### src/pabafm_pkg.sv
`default_nettype none
package pabafm_pkg;

  // pins per port and index of the first port b pin in the combined pin vector
  localparam int unsigned PORT_PINS    = 8;
  localparam int unsigned PIN_COUNT    = 16;
  localparam int unsigned PB_BASE      = 8;

  // port b pin positions
  localparam int unsigned PB_SS        = 0;
  localparam int unsigned PB_SCK       = 1;
  localparam int unsigned PB_MOSI      = 2;
  localparam int unsigned PB_MISO      = 3;
  localparam int unsigned PB_CMP2A     = 4;
  localparam int unsigned PB_CMP1A     = 5;
  localparam int unsigned PB_CMP1B     = 6;
  localparam int unsigned PB_CMP7      = 7;

  // values after reset
  localparam logic [7:0] RST_PIN_OUT   = 8'h00;
  localparam logic [7:0] RST_PIN_OE_N  = 8'hff;
  localparam logic [7:0] RST_PULLUP    = 8'h00;
  localparam logic [7:0] RST_PIN_IN    = 8'h00;
  localparam logic       RST_SPI_IN    = 1'h0;
  localparam logic       RST_SS_N      = 1'h1;

  // override bundle of one pin
  typedef struct packed {
    logic pullup_override_en;
    logic pullup_override_val;
    logic dir_override_en;
    logic dir_override_val;
    logic value_override_en;
    logic value_override_val;
    logic toggle_override_en;
    logic input_enable_override_en;
    logic input_enable_override_val;
  } pabafm_pin_ovr_t;

  // port control register contents
  typedef struct packed {
    logic [7:0] dir;
    logic [7:0] out;
  } pabafm_port_ctl_t;

  // external memory interface request
  typedef struct packed {
    logic       ext_mem_enable;
    logic       address_phase_active;
    logic       write_strobe;
    logic [7:0] addr_lo;
    logic [7:0] data_out;
  } pabafm_xmem_t;

  // spi core control and outputs
  typedef struct packed {
    logic enable;
    logic master;
    logic slave_out;
    logic master_out;
    logic sck_out;
  } pabafm_spi_t;

  // timer compare outputs with their enables
  typedef struct packed {
    logic timer0_compare_a_en;
    logic timer0_compare_a_out;
    logic timer1_compare_c_en;
    logic timer1_compare_c_out;
    logic timer1_compare_b_en;
    logic timer1_compare_b_out;
    logic timer1_compare_a_en;
    logic timer1_compare_a_out;
    logic timer2_compare_a_en;
    logic timer2_compare_a_out;
  } pabafm_cmp_t;

endpackage
`default_nettype wire

### src/pabafm_top.sv
`timescale 1ns/1ps
`default_nettype none

// Operation
// - address_phase_active marks the address portion of each external bus cycle.
// - port a pull-up override enabled by ext memory and (address phase or write), value 0.
// - ext memory forces port a output during address or write; address or data driven.
// - port b bit 7 carries timer0 compare a or timer1 compare c when direction set.
// - port b bit 6 carries timer1 compare b when direction set.
// - port b bit 5 carries timer1 compare a when direction set.
// - port b bit 4 carries timer2 compare a when direction set.
// - compare pins also carry the timers' pwm waveforms.
// - port b bits 3..0 carry miso, mosi, sck and slave select.
// - spi master forces bit 3 to input regardless of direction bit.
// - spi slave lets bit 3 direction follow its direction bit.
// - forced-input bit 3 keeps pull-up controlled by its output bit.
// - spi slave forces bit 2 to input regardless of direction bit.
// - spi master lets bit 2 direction follow its direction bit.
// - forced-input bit 2 keeps pull-up controlled by its output bit.
// - spi slave forces bit 1 input; master lets direction bit decide.
// - spi slave forces bit 0 input; slave active while select is low.
// - pull-up follows override when enabled, else on for dir/out/disable 0,1,0.
module pabafm_top #(
  parameter int unsigned PORT_WIDTH = 8
) (
  // clock and reset
  input  wire logic                       sys_clk,
  input  wire logic                       rst,
  // port control registers and global pull-up disable
  input  wire pabafm_pkg::pabafm_port_ctl_t porta_ctl,
  input  wire pabafm_pkg::pabafm_port_ctl_t portb_ctl,
  input  wire logic                       global_pullup_disable,
  // alternate function sources
  input  wire pabafm_pkg::pabafm_xmem_t   xmem,
  input  wire pabafm_pkg::pabafm_spi_t    spi,
  input  wire pabafm_pkg::pabafm_cmp_t    cmp,
  // port a pads
  input  wire logic [7:0]                 porta_pin_in,
  output logic      [7:0]                 porta_pin_out,
  output logic      [7:0]                 porta_pin_oe_n,
  output logic      [7:0]                 porta_pullup_en,
  // port b pads
  input  wire logic [7:0]                 portb_pin_in,
  output logic      [7:0]                 portb_pin_out,
  output logic      [7:0]                 portb_pin_oe_n,
  output logic      [7:0]                 portb_pullup_en,
  // pin readback to the port input registers
  output logic      [7:0]                 porta_in_sync,
  output logic      [7:0]                 portb_in_sync,
  // inputs to the alternate functions
  output logic      [7:0]                 xmem_read_data,
  output logic                            spi_master_in,
  output logic                            spi_slave_in,
  output logic                            spi_sck_in,
  output logic                            spi_ss_n_in
);

  // the pin maps below are written for eight-pin ports only
  if (PORT_WIDTH != pabafm_pkg::PORT_PINS) begin : g_width_check
    $error("pabafm_top serves eight-pin ports only");
  end

  pabafm_pkg::pabafm_pin_ovr_t ovr [pabafm_pkg::PIN_COUNT];
  logic [15:0] ddr_w;
  logic [15:0] port_w;
  logic [15:0] pad_in_w;
  logic [15:0] dir_w;
  logic [15:0] val_w;
  logic [15:0] pu_w;
  logic [15:0] ie_w;
  logic [15:0] pin_out_reg;
  logic [15:0] pin_oe_n_reg;
  logic [15:0] pullup_reg;
  logic [15:0] pin_in_reg;
  logic        addr_or_write;
  logic        spi_as_master;
  logic        spi_as_slave;
  logic [7:4]  cmp_en_w;
  logic [7:4]  cmp_val_w;

  // flat views of the two ports
  assign ddr_w    = {portb_ctl.dir, porta_ctl.dir};
  assign port_w   = {portb_ctl.out, porta_ctl.out};
  assign pad_in_w = {portb_pin_in, porta_pin_in};

  // bus cycle qualifiers and spi role decode
  assign addr_or_write = xmem.address_phase_active | xmem.write_strobe;
  assign spi_as_master = spi.enable & spi.master;
  assign spi_as_slave  = spi.enable & ~spi.master;

  // port a: multiplexed low address and data bus
  for (genvar n = 0; n < 8; n++) begin : g_porta
    assign ovr[n] = '{
      pullup_override_en:        xmem.ext_mem_enable & addr_or_write,
      pullup_override_val:       1'b0,
      dir_override_en:           xmem.ext_mem_enable,
      dir_override_val:          addr_or_write,
      value_override_en:         xmem.ext_mem_enable,
      value_override_val:        (xmem.addr_lo[n] & xmem.address_phase_active)
                                 | (xmem.data_out[n] & xmem.write_strobe),
      toggle_override_en:        1'b0,
      input_enable_override_en:  1'b0,
      input_enable_override_val: 1'b0
    };
  end

  // compare sources on port b 7..4; on bit 7 an enabled timer1 c output wins
  assign cmp_en_w[7]  = cmp.timer0_compare_a_en | cmp.timer1_compare_c_en;
  assign cmp_val_w[7] = cmp.timer1_compare_c_en ? cmp.timer1_compare_c_out
                                                : cmp.timer0_compare_a_out;
  assign cmp_en_w[6]  = cmp.timer1_compare_b_en;
  assign cmp_val_w[6] = cmp.timer1_compare_b_out;
  assign cmp_en_w[5]  = cmp.timer1_compare_a_en;
  assign cmp_val_w[5] = cmp.timer1_compare_a_out;
  assign cmp_en_w[4]  = cmp.timer2_compare_a_en;
  assign cmp_val_w[4] = cmp.timer2_compare_a_out;

  // port b 7..4: value only, direction stays with the direction bit
  for (genvar k = 4; k < 8; k++) begin : g_portb_cmp
    assign ovr[pabafm_pkg::PB_BASE + k] = '{
      pullup_override_en:        1'b0,
      pullup_override_val:       1'b0,
      dir_override_en:           1'b0,
      dir_override_val:          1'b0,
      value_override_en:         cmp_en_w[k],
      value_override_val:        cmp_val_w[k],
      toggle_override_en:        1'b0,
      input_enable_override_en:  1'b0,
      input_enable_override_val: 1'b0
    };
  end

  // miso: input as master, slave output steered by its direction bit
  assign ovr[pabafm_pkg::PB_BASE + pabafm_pkg::PB_MISO] = '{
    pullup_override_en:        spi_as_master,
    pullup_override_val:       portb_ctl.out[pabafm_pkg::PB_MISO] & ~global_pullup_disable,
    dir_override_en:           spi_as_master,
    dir_override_val:          1'b0,
    value_override_en:         spi_as_slave,
    value_override_val:        spi.slave_out,
    toggle_override_en:        1'b0,
    input_enable_override_en:  1'b0,
    input_enable_override_val: 1'b0
  };

  // mosi: input as slave, master output steered by its direction bit
  assign ovr[pabafm_pkg::PB_BASE + pabafm_pkg::PB_MOSI] = '{
    pullup_override_en:        spi_as_slave,
    pullup_override_val:       portb_ctl.out[pabafm_pkg::PB_MOSI] & ~global_pullup_disable,
    dir_override_en:           spi_as_slave,
    dir_override_val:          1'b0,
    value_override_en:         spi_as_master,
    value_override_val:        spi.master_out,
    toggle_override_en:        1'b0,
    input_enable_override_en:  1'b0,
    input_enable_override_val: 1'b0
  };

  // sck: input as slave, master clock steered by its direction bit
  assign ovr[pabafm_pkg::PB_BASE + pabafm_pkg::PB_SCK] = '{
    pullup_override_en:        spi_as_slave,
    pullup_override_val:       portb_ctl.out[pabafm_pkg::PB_SCK] & ~global_pullup_disable,
    dir_override_en:           spi_as_slave,
    dir_override_val:          1'b0,
    value_override_en:         spi_as_master,
    value_override_val:        spi.sck_out,
    toggle_override_en:        1'b0,
    input_enable_override_en:  1'b0,
    input_enable_override_val: 1'b0
  };

  // slave select: input as slave, plain port pin as master
  assign ovr[pabafm_pkg::PB_BASE + pabafm_pkg::PB_SS] = '{
    pullup_override_en:        spi_as_slave,
    pullup_override_val:       portb_ctl.out[pabafm_pkg::PB_SS] & ~global_pullup_disable,
    dir_override_en:           spi_as_slave,
    dir_override_val:          1'b0,
    value_override_en:         1'b0,
    value_override_val:        1'b0,
    toggle_override_en:        1'b0,
    input_enable_override_en:  1'b0,
    input_enable_override_val: 1'b0
  };

  // per-pin combination of overrides with the port registers
  for (genvar i = 0; i < 16; i++) begin : g_pin
    assign dir_w[i] = ovr[i].dir_override_en ? ovr[i].dir_override_val : ddr_w[i];
    assign val_w[i] = ovr[i].value_override_en ? ovr[i].value_override_val
                                               : (port_w[i] ^ ovr[i].toggle_override_en);
    assign pu_w[i]  = ovr[i].pullup_override_en ? ovr[i].pullup_override_val
                    : (~ddr_w[i] & port_w[i] & ~global_pullup_disable);
    assign ie_w[i]  = ovr[i].input_enable_override_en ? ovr[i].input_enable_override_val
                                                      : 1'b1;
  end

  // pad drive, enable and pull-up registers
  always_ff @(posedge sys_clk or posedge rst) begin
    if (rst) begin
      pin_out_reg  <= {pabafm_pkg::RST_PIN_OUT, pabafm_pkg::RST_PIN_OUT};
      pin_oe_n_reg <= {pabafm_pkg::RST_PIN_OE_N, pabafm_pkg::RST_PIN_OE_N};
      pullup_reg   <= {pabafm_pkg::RST_PULLUP, pabafm_pkg::RST_PULLUP};
    end else begin
      pin_out_reg  <= val_w;
      pin_oe_n_reg <= ~dir_w; // low while driving
      pullup_reg   <= pu_w;
    end
  end

  // pad input capture, gated by the digital input enable
  always_ff @(posedge sys_clk or posedge rst) begin
    if (rst) begin
      pin_in_reg <= {pabafm_pkg::RST_PIN_IN, pabafm_pkg::RST_PIN_IN};
    end else begin
      pin_in_reg <= pad_in_w & ie_w;
    end
  end

  // alternate function inputs taken straight from the pads
  always_ff @(posedge sys_clk or posedge rst) begin
    if (rst) begin
      xmem_read_data <= pabafm_pkg::RST_PIN_IN;
      spi_master_in  <= pabafm_pkg::RST_SPI_IN;
      spi_slave_in   <= pabafm_pkg::RST_SPI_IN;
      spi_sck_in     <= pabafm_pkg::RST_SPI_IN;
      spi_ss_n_in    <= pabafm_pkg::RST_SS_N;
    end else begin
      xmem_read_data <= porta_pin_in;
      spi_master_in  <= portb_pin_in[pabafm_pkg::PB_MISO];
      spi_slave_in   <= portb_pin_in[pabafm_pkg::PB_MOSI];
      spi_sck_in     <= portb_pin_in[pabafm_pkg::PB_SCK];
      spi_ss_n_in    <= portb_pin_in[pabafm_pkg::PB_SS];
    end
  end

  // port views of the pin registers
  assign porta_pin_out   = pin_out_reg[7:0];
  assign portb_pin_out   = pin_out_reg[15:8];
  assign porta_pin_oe_n  = pin_oe_n_reg[7:0];
  assign portb_pin_oe_n  = pin_oe_n_reg[15:8];
  assign porta_pullup_en = pullup_reg[7:0];
  assign portb_pullup_en = pullup_reg[15:8];
  assign porta_in_sync   = pin_in_reg[7:0];
  assign portb_in_sync   = pin_in_reg[15:8];

endmodule // pabafm_top
`default_nettype wire

### config.mk
export PLATFORM = sky130hd
export DESIGN_NAME = pabafm_top
export DESIGN_NICKNAME = d
export VERILOG_FILES = /design/src/pabafm_pkg.sv /design/src/pabafm_top.sv
export SDC_FILE = /design/constraint.sdc
export NUM_CORES = 1
export LEC_CHECK = 0
export ABC_CLOCK_PERIOD_IN_PS = 3350
export BUFFER_PORTS_ARGS = -buffer_cell sky130_fd_sc_hd__buf_2
export CAP_MARGIN = 20
export CELL_PAD_IN_SITES_DETAIL_PLACEMENT = 1
export CELL_PAD_IN_SITES_GLOBAL_PLACEMENT = 2
export CORE_MARGIN = 2
export CORE_UTILIZATION = 25
export CTS_CLUSTER_DIAMETER = 80
export DETAILED_ROUTE_END_ITERATION = 6
export PLACE_DENSITY = 0.88
export SLEW_MARGIN = 20
export SYNTH_ARGS = -nofsm -noshare
export SYNTH_HDL_FRONTEND = slang
export SYNTH_SLANG_ARGS = --single-unit
### constraint.sdc
create_clock -name sys_clk -period 3.35 [get_ports sys_clk]
set_input_delay 0.1675 -clock sys_clk [delete_from_list [all_inputs] [get_ports sys_clk]]
set_output_delay 0.1675 -clock sys_clk [all_outputs]
set_load 0.01 [all_outputs]
==> key figures, run 1 <==
Status
  • Status: complete, no violations

Critical path
  • WP data arrival: 1840 ps
  • CP endpoint kind: asynchronous set/reset pin
  • Critical Path Fanout Max: 34
  • Critical Path RT: 3780 ps
  • Critical path type: in -> async
  • Crit start category: primary input

Yosys
  • Avg Cell Area, Syn: 14.4 um^2
  • Area fraction of the dominant cell type after synthesis: 52.9%
  • Syn nets: 243
  • Sequential area share after synthesis: 72.5%
  • Synthesis-stage register bit count: 65
  • Area of the mapped netlist: 0.00227 mm^2
  • Ys Warns: 0
  • Distinct cells, synth: 20
  • Post-Synthesis Cells: 158
  • Synth area leaders: dfrtp_1 (53%), dfstp_2 (20%), buf_4 (3.6%)
  • Synth area leader: dfrtp_1

Timing
  • Endpoints failing setup: 0
  • Fin. Hold Viols: 0
  • RSZ-0062 raised after global routing: no
  • Post-layout min period: 1400 ps
  • Post-Route Setup TNS: 0 ps
  • Hold Worst Slack: 65.1 ps
  • Count of final max-slew check failures: 0
  • Final Cycle Share: 41.9%
  • Worst-Margin Slew: 680 ps
  • Slew margin rel.: 54.6%
  • Fmax: 0.712 GHz
  • Setup slack after layout: 1950 ps

Final layout
  • Layout cell share with drive strength beyond 1: 59.4%
  • Nets: 430
  • Filler cells: 981
  • Core Util, Final: 41.2%
  • Final Cell Area: 0.00361 mm^2
  • # diodes: 0
  • Multi-input logic area: 473 um^2
  • Fin cells: 458
  • Storage cell area: 0.00165 mm^2
  • P&R area growth vs syn: 58.9%

Detailed routing
  • # DRC: 0
  • DR vias/cell: 4.22
  • Initial DRT Pass Iterations: 4
  • DRT Wirelength: 7.22 mm
  • Routed via count: 1935
  • WL/cell: 15.8 um
  • Initial DRC Count: 23
  • Antenna Violating Nets Remaining: 0

Power
  • Pwr Total: 1.73 mW
  • Power per cell area: 479 mW/mm^2
  • Peak VDD IR: 217 uV
  • Pleak: 1.85 nW

Global routing
  • Vias in the first global route: 2139
  • Remaining Overflow, GRT: 0
  • Largest net degree at the start of global routing: 35
  • Initial antenna violation count: 0
  • Total global-route track usage: 14.8%
  • First-pass GRT wire length: 11.0 mm

Die
  • Die width: 99.3 um
  • Starting density of the core: 25.9%
  • Row cnt: 34
  • I/O pins: 161
  • Chip height: 99.3 um
  • Die area: 0.00987 mm^2
  • Core area: 0.00876 mm^2

Placement
  • Placed inst area: 0.00308 mm^2
  • Hpwl dp: 5.35 mm
  • Final Wtd Congestion: 0.731
  • Placed Instances: 408
  • Pre-CTS setup slack: 1950 ps
  • IO buf count: 160

Worst hold path
  • Hold Path Stages: 2
  • Min-Delay Path Class: in -> reg

Clock tree
  • # clock sinks: 65
  • Max Root-Sink Buffers: 2
  • Num CTS Buffers: 9
  • Total setup buffers inserted after CTS: 0
  • H-tree Lvls: 3
  • CTS Root Buffer Type: clkbuf_8
  • CTS tree: done
  • Worst-path clk slew: 70 ps

Run
  • Max-cap violations: 0
[worst max-delay path: stages]
cell and delay [ps]:
dlygate4sd3_1 530, buf_2 130, inv_2 490, buf_4 510
[kinds of logic (layout without fill, tap and decap cells)]
family          Yosys count  count (layout)  synth area share, %
flops                    65              65                 72.5
simple gates             32              32                 8.48
compound gates           30              30                 8.92
buf+inv                  24             216                 6.66
mux                       7               7                 3.41
[repair_timing]
action                                 4_1_cts  5_1_grt
gates resized for setup                      0        0
hold buffers                                33        1
endpoints found under the hold margin       62        1
[cells in the mapped netlist]
cell	count
buf_2	4
nand2_1	6
a21oi_1	12
o21ai_0	1
clkbuf_1	2
nor3b_1	4
o21ai_2	8
or3b_1	1
a22oi_1	8
inv_1	5
buf_6	2
nor2_1	8
nand2b_1	5
nor4b_1	8
dfstp_2	17
mux2_2	6
dfrtp_1	48
mux2i_1	1
o21a_1	1
buf_4	11
[placed cells by master (no fill, tap or decap), types with 5 or more instances in the layout]
cell and n:
dfstp_2 17, buf_2 160, nand2b_1 5, a21oi_1 12, nand2_1 6, o21ai_2 8
dfrtp_1 48, nor4b_1 8, dlygate4sd3_1 34, nor2_1 8, a22oi_1 8, mux2_2 6
clkbuf_8 9
[per-layer routing]
metal	vias to the layer above	wire [um]	track usage (%)
met4	0	65	4.11
met2	106	3740	27.2
met1	923	2770	16.0
met5	-	0	0
met3	8	645	5.27
li1	898	-	-
[path summary, 6_finish.rpt]
check | endpoint | from | slack [ps]
min in group asynchronous | pin_in_reg[13] | rst | 490
max in group sys_clk | porta_pin_oe_n[3] | pin_oe_n_reg[3] | 2200
min | pin_out_reg[15] | cmp[7] | 70
max | pin_oe_n_reg[2] | rst | 1950
[power breakdown]
group / switching, mW / internal (mW)
registers: 0.0149 / 0.840
logic: 0.125 / 0.121
clock network: 0.288 / 0.340
total: 0.428 / 1.30
[layout make-up]
type | instances | share of cell area, %
Sequential cell | 65 | 45.6
Tap cell | 108 | 3.74
Clock inverter | 6 | 1.63
Timing Repair Buffer | 195 | 31.8
Inverter | 5 | 0.520
Clock buffer | 10 | 3.54
Multi-Input combinational cell | 69 | 13.1
Power figures use the tool's default switching activity.
==> run 2: changes to the inputs <==
ABC_CLOCK_PERIOD_IN_PS = 1200   (was 3350)
CORE_UTILIZATION = 21   (was 25)
PLACE_DENSITY = 0.79   (was 0.88)
clock period = 1.2 ns   (was 3.35 ns; I/O delays follow)
==> run 2 against run 1 <==
The flow now finishes with violations (negative setup slack). Combinational power grew to 3.1 times the previous value. Critical path depth is 1 higher. Design area is 8.7% higher. Worst hold slack worse by 27 ps. Setup slack worse by 2000 ps. Core utilization is 3.5 points lower. Total power grew to 2.9 times the previous value. Critical path type is now in -> reg. Largest cell class unchanged.
==> key figures, run 2 (synthesis gave the netlist of run 1 again) <==
Global routing
  • Vias in the first global route: 2313
  • Largest net degree at the start of global routing: 37
  • Total global-route track usage: 13.4%
  • Remaining Overflow, GRT: 0
  • First-pass GRT wire length: 11.8 mm
  • Initial antenna violation count: 0

Worst hold path
  • Min-Delay Path Class: in -> reg

Detailed routing
  • Routed via count: 2054
  • DR vias/cell: 4.00
  • Initial DRT Pass Iterations: 4
  • Initial DRC Count: 32
  • Antenna Violating Nets Remaining: 0
  • DRT Wirelength: 7.73 mm
  • # DRC: 0
  • WL/cell: 15.1 um

Final layout
  • # diodes: 0
  • Nets: 457
  • Most common cell after layout, fill and taps aside: buf_2
  • P&R area growth vs syn: 72.7%
  • Core Util, Final: 37.7%
  • Layout cell share with drive strength beyond 1: 55.7%
  • Most frequent cells in the layout: buf_2 (160), dlygate4sd3_1 (59), dfrtp_1 (48), dfstp_2 (17), a21oi_1 (12)

Die
  • Die area: 0.0117 mm^2
  • Starting density of the core: 21.8%
  • Row cnt: 37
  • Die width: 108 um
  • Chip height: 108 um
  • Core area: 0.0104 mm^2
  • I/O pins: 161

Critical path
  • Crit start category: primary input
  • CP endpoint kind: register
  • Critical path type: in -> reg
  • CP peak stage delay: 550 ps
  • WP data arrival: 1420 ps
  • Critical Path RT: 1410 ps
  • CP max-delay cell: dlygate4sd3_1
  • Critical Path Fanout Max: 2
  • Critical path, cell by cell: dlygate4sd3_1, buf_2, nand2_1, o21ai_0, dlygate4sd3_1
  • Most frequent CP cell: dlygate4sd3_1

Status
  • Failing checks: negative setup slack
  • Status: finished, violations left

Timing
  • Post-layout min period: 1210 ps
  • Worst-Margin Slew: 465 ps
  • Endpoints failing setup: 1
  • Fmax: 0.827 GHz
  • Post-Route Setup TNS: -8.92 ps
  • Setup slack after layout: -8.92 ps
  • Hold Worst Slack: 38.0 ps
  • Slew margin rel.: 69.0%
  • RSZ-0062 raised after global routing: no
  • Fin. Hold Viols: 0
  • Count of final max-slew check failures: 0
  • Final Cycle Share: 101%

Run
  • Max-cap violations: 0

Placement
  • IO buf count: 160
  • Final Wtd Congestion: 0.712
  • Hpwl dp: 5.40 mm
  • Pre-CTS setup slack: 160 ps

Clock tree
  • Num CTS Buffers: 9
  • Total setup buffers inserted after CTS: 0
  • Post-CTS Resized: 0
  • Max Root-Sink Buffers: 2
  • CTS Root Buffer Type: clkbuf_8
  • Worst-path clk slew: 70 ps
  • # clock sinks: 65
  • CTS tree: done
  • H-tree Lvls: 3

Power
  • Power per cell area: 1270 mW/mm^2
  • Pleak: 1.95 nW
  • Peak VDD IR: 550 uV
run 2: report_power, final:
group	internal (mW)	switching, mW	total, mW
registers	2.34	0.0379	2.38
clock network	1.01	0.826	1.84
logic	0.398	0.369	0.767
run 2: stage by stage:
stage / cells / power, mW / area [um^2]
CTS: 513 / 5.09 / 3920
floorplan: 158 / 2.70 / 2280
global route: 513 / 5.27 / 3920
global placement: 438 / 3.02 / 3140
detailed placement: 438 / 3.04 / 3140
finish: 513 / 4.98 / 3920
run 2: worst paths after layout:
path                       startpoint               to  slack [ps]  cells past startpoint
setup / recovery               cmp[7]  pin_out_reg[15]          -9                      5
min in group asynchronous         rst    pin_in_reg[3]         370                      4
hold / removal                xmem[2]   pin_out_reg[2]          40                      3
max in group asynchronous         rst  pin_oe_n_reg[1]         420                      4
run 2: repair_timing:
item,4_1_cts,5_1_grt
endpoints found under the setup margin,0,0
hold buffers,59,0
hold endpoints to repair,112,0
run 2: critical path: cells and delay by family:
family	cells	cell delay, ps
AOI/OAI and AO/OA	1	80
and+or+nand+nor	1	50
buffers and inverters	3	1220
run 2: layout make-up:
class | instances | area, um^2
Timing Repair Buffer | 222 | 1410
Tap cell | 136 | 170
Sequential cell | 65 | 1650
Multi-Input combinational cell | 69 | 473
Inverter | 5 | 22.5
Clock buffer | 11 | 141
Clock inverter | 5 | 55.1
Fill cell | 1190 | 6490
run 2: routing by layer:
metal / wire length (um) / global-route usage [%] / part of all wire (%) / vias to the layer above
met1: 2710 / 13.4 / 35 / 980
met2: 4320 / 26.5 / 56 / 113
met5: 0 / 0 / 0 / -
li1: - / - / - / 953
met4: 79 / 3.85 / 1.0 / 0
met3: 623 / 3.98 / 8.1 / 8
==> run 3: changes to the inputs <==
RECOVER_POWER = 50   (was not set)
==> run 3 against run 2 <==
The flow still finishes with violations (negative setup slack). Sequential share of layout area rose by 0.71 points. Core utilization fell by 0.62 points. Cell count did not move. Count of clock-buffer cells in the layout did not move. Flip-flop and latch count did not move. Non-clock buffer count did not move. Maximum frequency fell by 0.25%. Die area did not move. Setup slack got worse by 3.0 ps. Critical path type unchanged.
==> key figures, run 3 (synthesis gave the netlist of run 1 again) <==
Timing
  • Hold Worst Slack: 38.0 ps
  • Count of final max-slew check failures: 0
  • Setup slack after layout: -11.9 ps
  • Final Cycle Share: 101%
  • Post-layout min period: 1210 ps
  • Fmax: 0.825 GHz
  • Worst-Margin Slew: 695 ps
  • RSZ-0062 raised after global routing: no
  • Endpoints failing setup: 1
  • Fin. Hold Viols: 0
  • Post-Route Setup TNS: -11.9 ps
  • Slew margin rel.: 53.7%

Status
  • Status: finished, violations left
  • Failing checks: negative setup slack

Global routing
  • Vias in the first global route: 2313
  • Remaining Overflow, GRT: 0
  • GR Layer Usage met1: 13.4%
  • Top Usage Layer GRT: met2
  • Total global-route track usage: 13.4%
  • Met3 usage: 3.98%
  • Largest net degree at the start of global routing: 37
  • First-pass GRT wire length: 11.8 mm
  • Initial antenna violation count: 0
  • M2 GR Usage: 26.5%

Power
  • Pwr Total: 4.96 mW
  • Power per cell area: 1280 mW/mm^2
  • Peak VDD IR: 551 uV
  • Pleak: 1.87 nW

Critical path
  • WP data arrival: 1420 ps
  • Critical Path RT: 1410 ps
  • Crit start category: primary input
  • CP endpoint kind: register
  • Critical path type: in -> reg
  • Critical Path Fanout Max: 2

Final layout
  • Nets: 457
  • P&R area growth vs syn: 69.8%
  • Most frequent cells in the layout: buf_2 (134), dlygate4sd3_1 (59), dfrtp_1 (48), clkbuf_1 (27), dfstp_2 (17)
  • Core Util, Final: 37.0%
  • # diodes: 0
  • Most common cell after layout, fill and taps aside: buf_2
  • Fin cells: 513
  • Final Cell Area: 0.00386 mm^2
  • Layout cell share with drive strength beyond 1: 46.7%

Detailed routing
  • Initial DRC Count: 34
  • DR vias/cell: 4.01
  • Initial DRT Pass Iterations: 4
  • Antenna Violating Nets Remaining: 0
  • WL/cell: 15.1 um
  • DRT Wirelength: 7.73 mm
  • # DRC: 0
  • Routed via count: 2055

Die
  • I/O pins: 161
  • Core area: 0.0104 mm^2
  • Die width: 108 um
  • Die area: 0.0117 mm^2
  • Row cnt: 37
  • Starting density of the core: 21.8%
  • Chip height: 108 um

Clock tree
  • H-tree Lvls: 3
  • # clock sinks: 65
  • CTS Root Buffer Type: clkbuf_8
  • CTS tree: done
  • Total setup buffers inserted after CTS: 0
  • Worst-path clk slew: 70 ps
  • Num CTS Buffers: 9
  • Max Root-Sink Buffers: 2

Placement
  • Hpwl dp: 5.40 mm
  • IO buf count: 160
  • Pre-CTS setup slack: 160 ps
  • Final Wtd Congestion: 0.712
  • Placed inst area: 0.00314 mm^2
  • Placed Instances: 438

Run
  • Max-cap violations: 0

Worst hold path
  • Min-Delay Path Class: in -> reg
-- run 3: cell count changes in the layout (fill, tap and decap cells not counted), sizes merged --
cell    previous run  this run
buf              163       135
clkbuf            11        39
-- run 3: worst paths after layout --
| check | from | to | cells past startpoint |
|---|---|---|---|
| max in group asynchronous | rst | pullup_reg[13] | 4 |
| min in group asynchronous | rst | pin_out_reg[8] | 4 |
| setup / recovery | cmp[7] | pin_out_reg[15] | 5 |
| hold / removal | xmem[2] | pin_out_reg[2] | 3 |
-- run 3: where the power goes --
part	internal (mW)	switching [mW]
Combinational	0.378	0.361
Sequential	2.34	0.0378
Clock	1.01	0.824
-- run 3: worst max-delay path: stages --
cell and delay, ps:
dlygate4sd3_1 540, buf_2 130, nand2_1 50, o21ai_0 80, dlygate4sd3_1 550
-- run 3: per-layer routing --
layer  share of wire (%)  wire length (um)
met4                 1.0                79
met5                   0                 0
met2                  56              4310
met3                 8.3               638
met1                  35              2690
-- run 3: final cells by class --
type | instances | area (um^2)
inverters | 5 | 22.5
flip-flops and latches | 65 | 1650
fillers | 1208 | 6560
clock inverters | 5 | 55.1
well taps | 136 | 170
clock buffers | 11 | 141
multi-input cells | 69 | 443
repair buffers | 222 | 1380
-- run 3: timing repair --
| action | 4_1_cts | 5_1_grt |
|---|---|---|
| hold buffers | 59 | 0 |
| hold endpoints to repair | 112 | 0 |
| resized for setup | 0 | 0 |
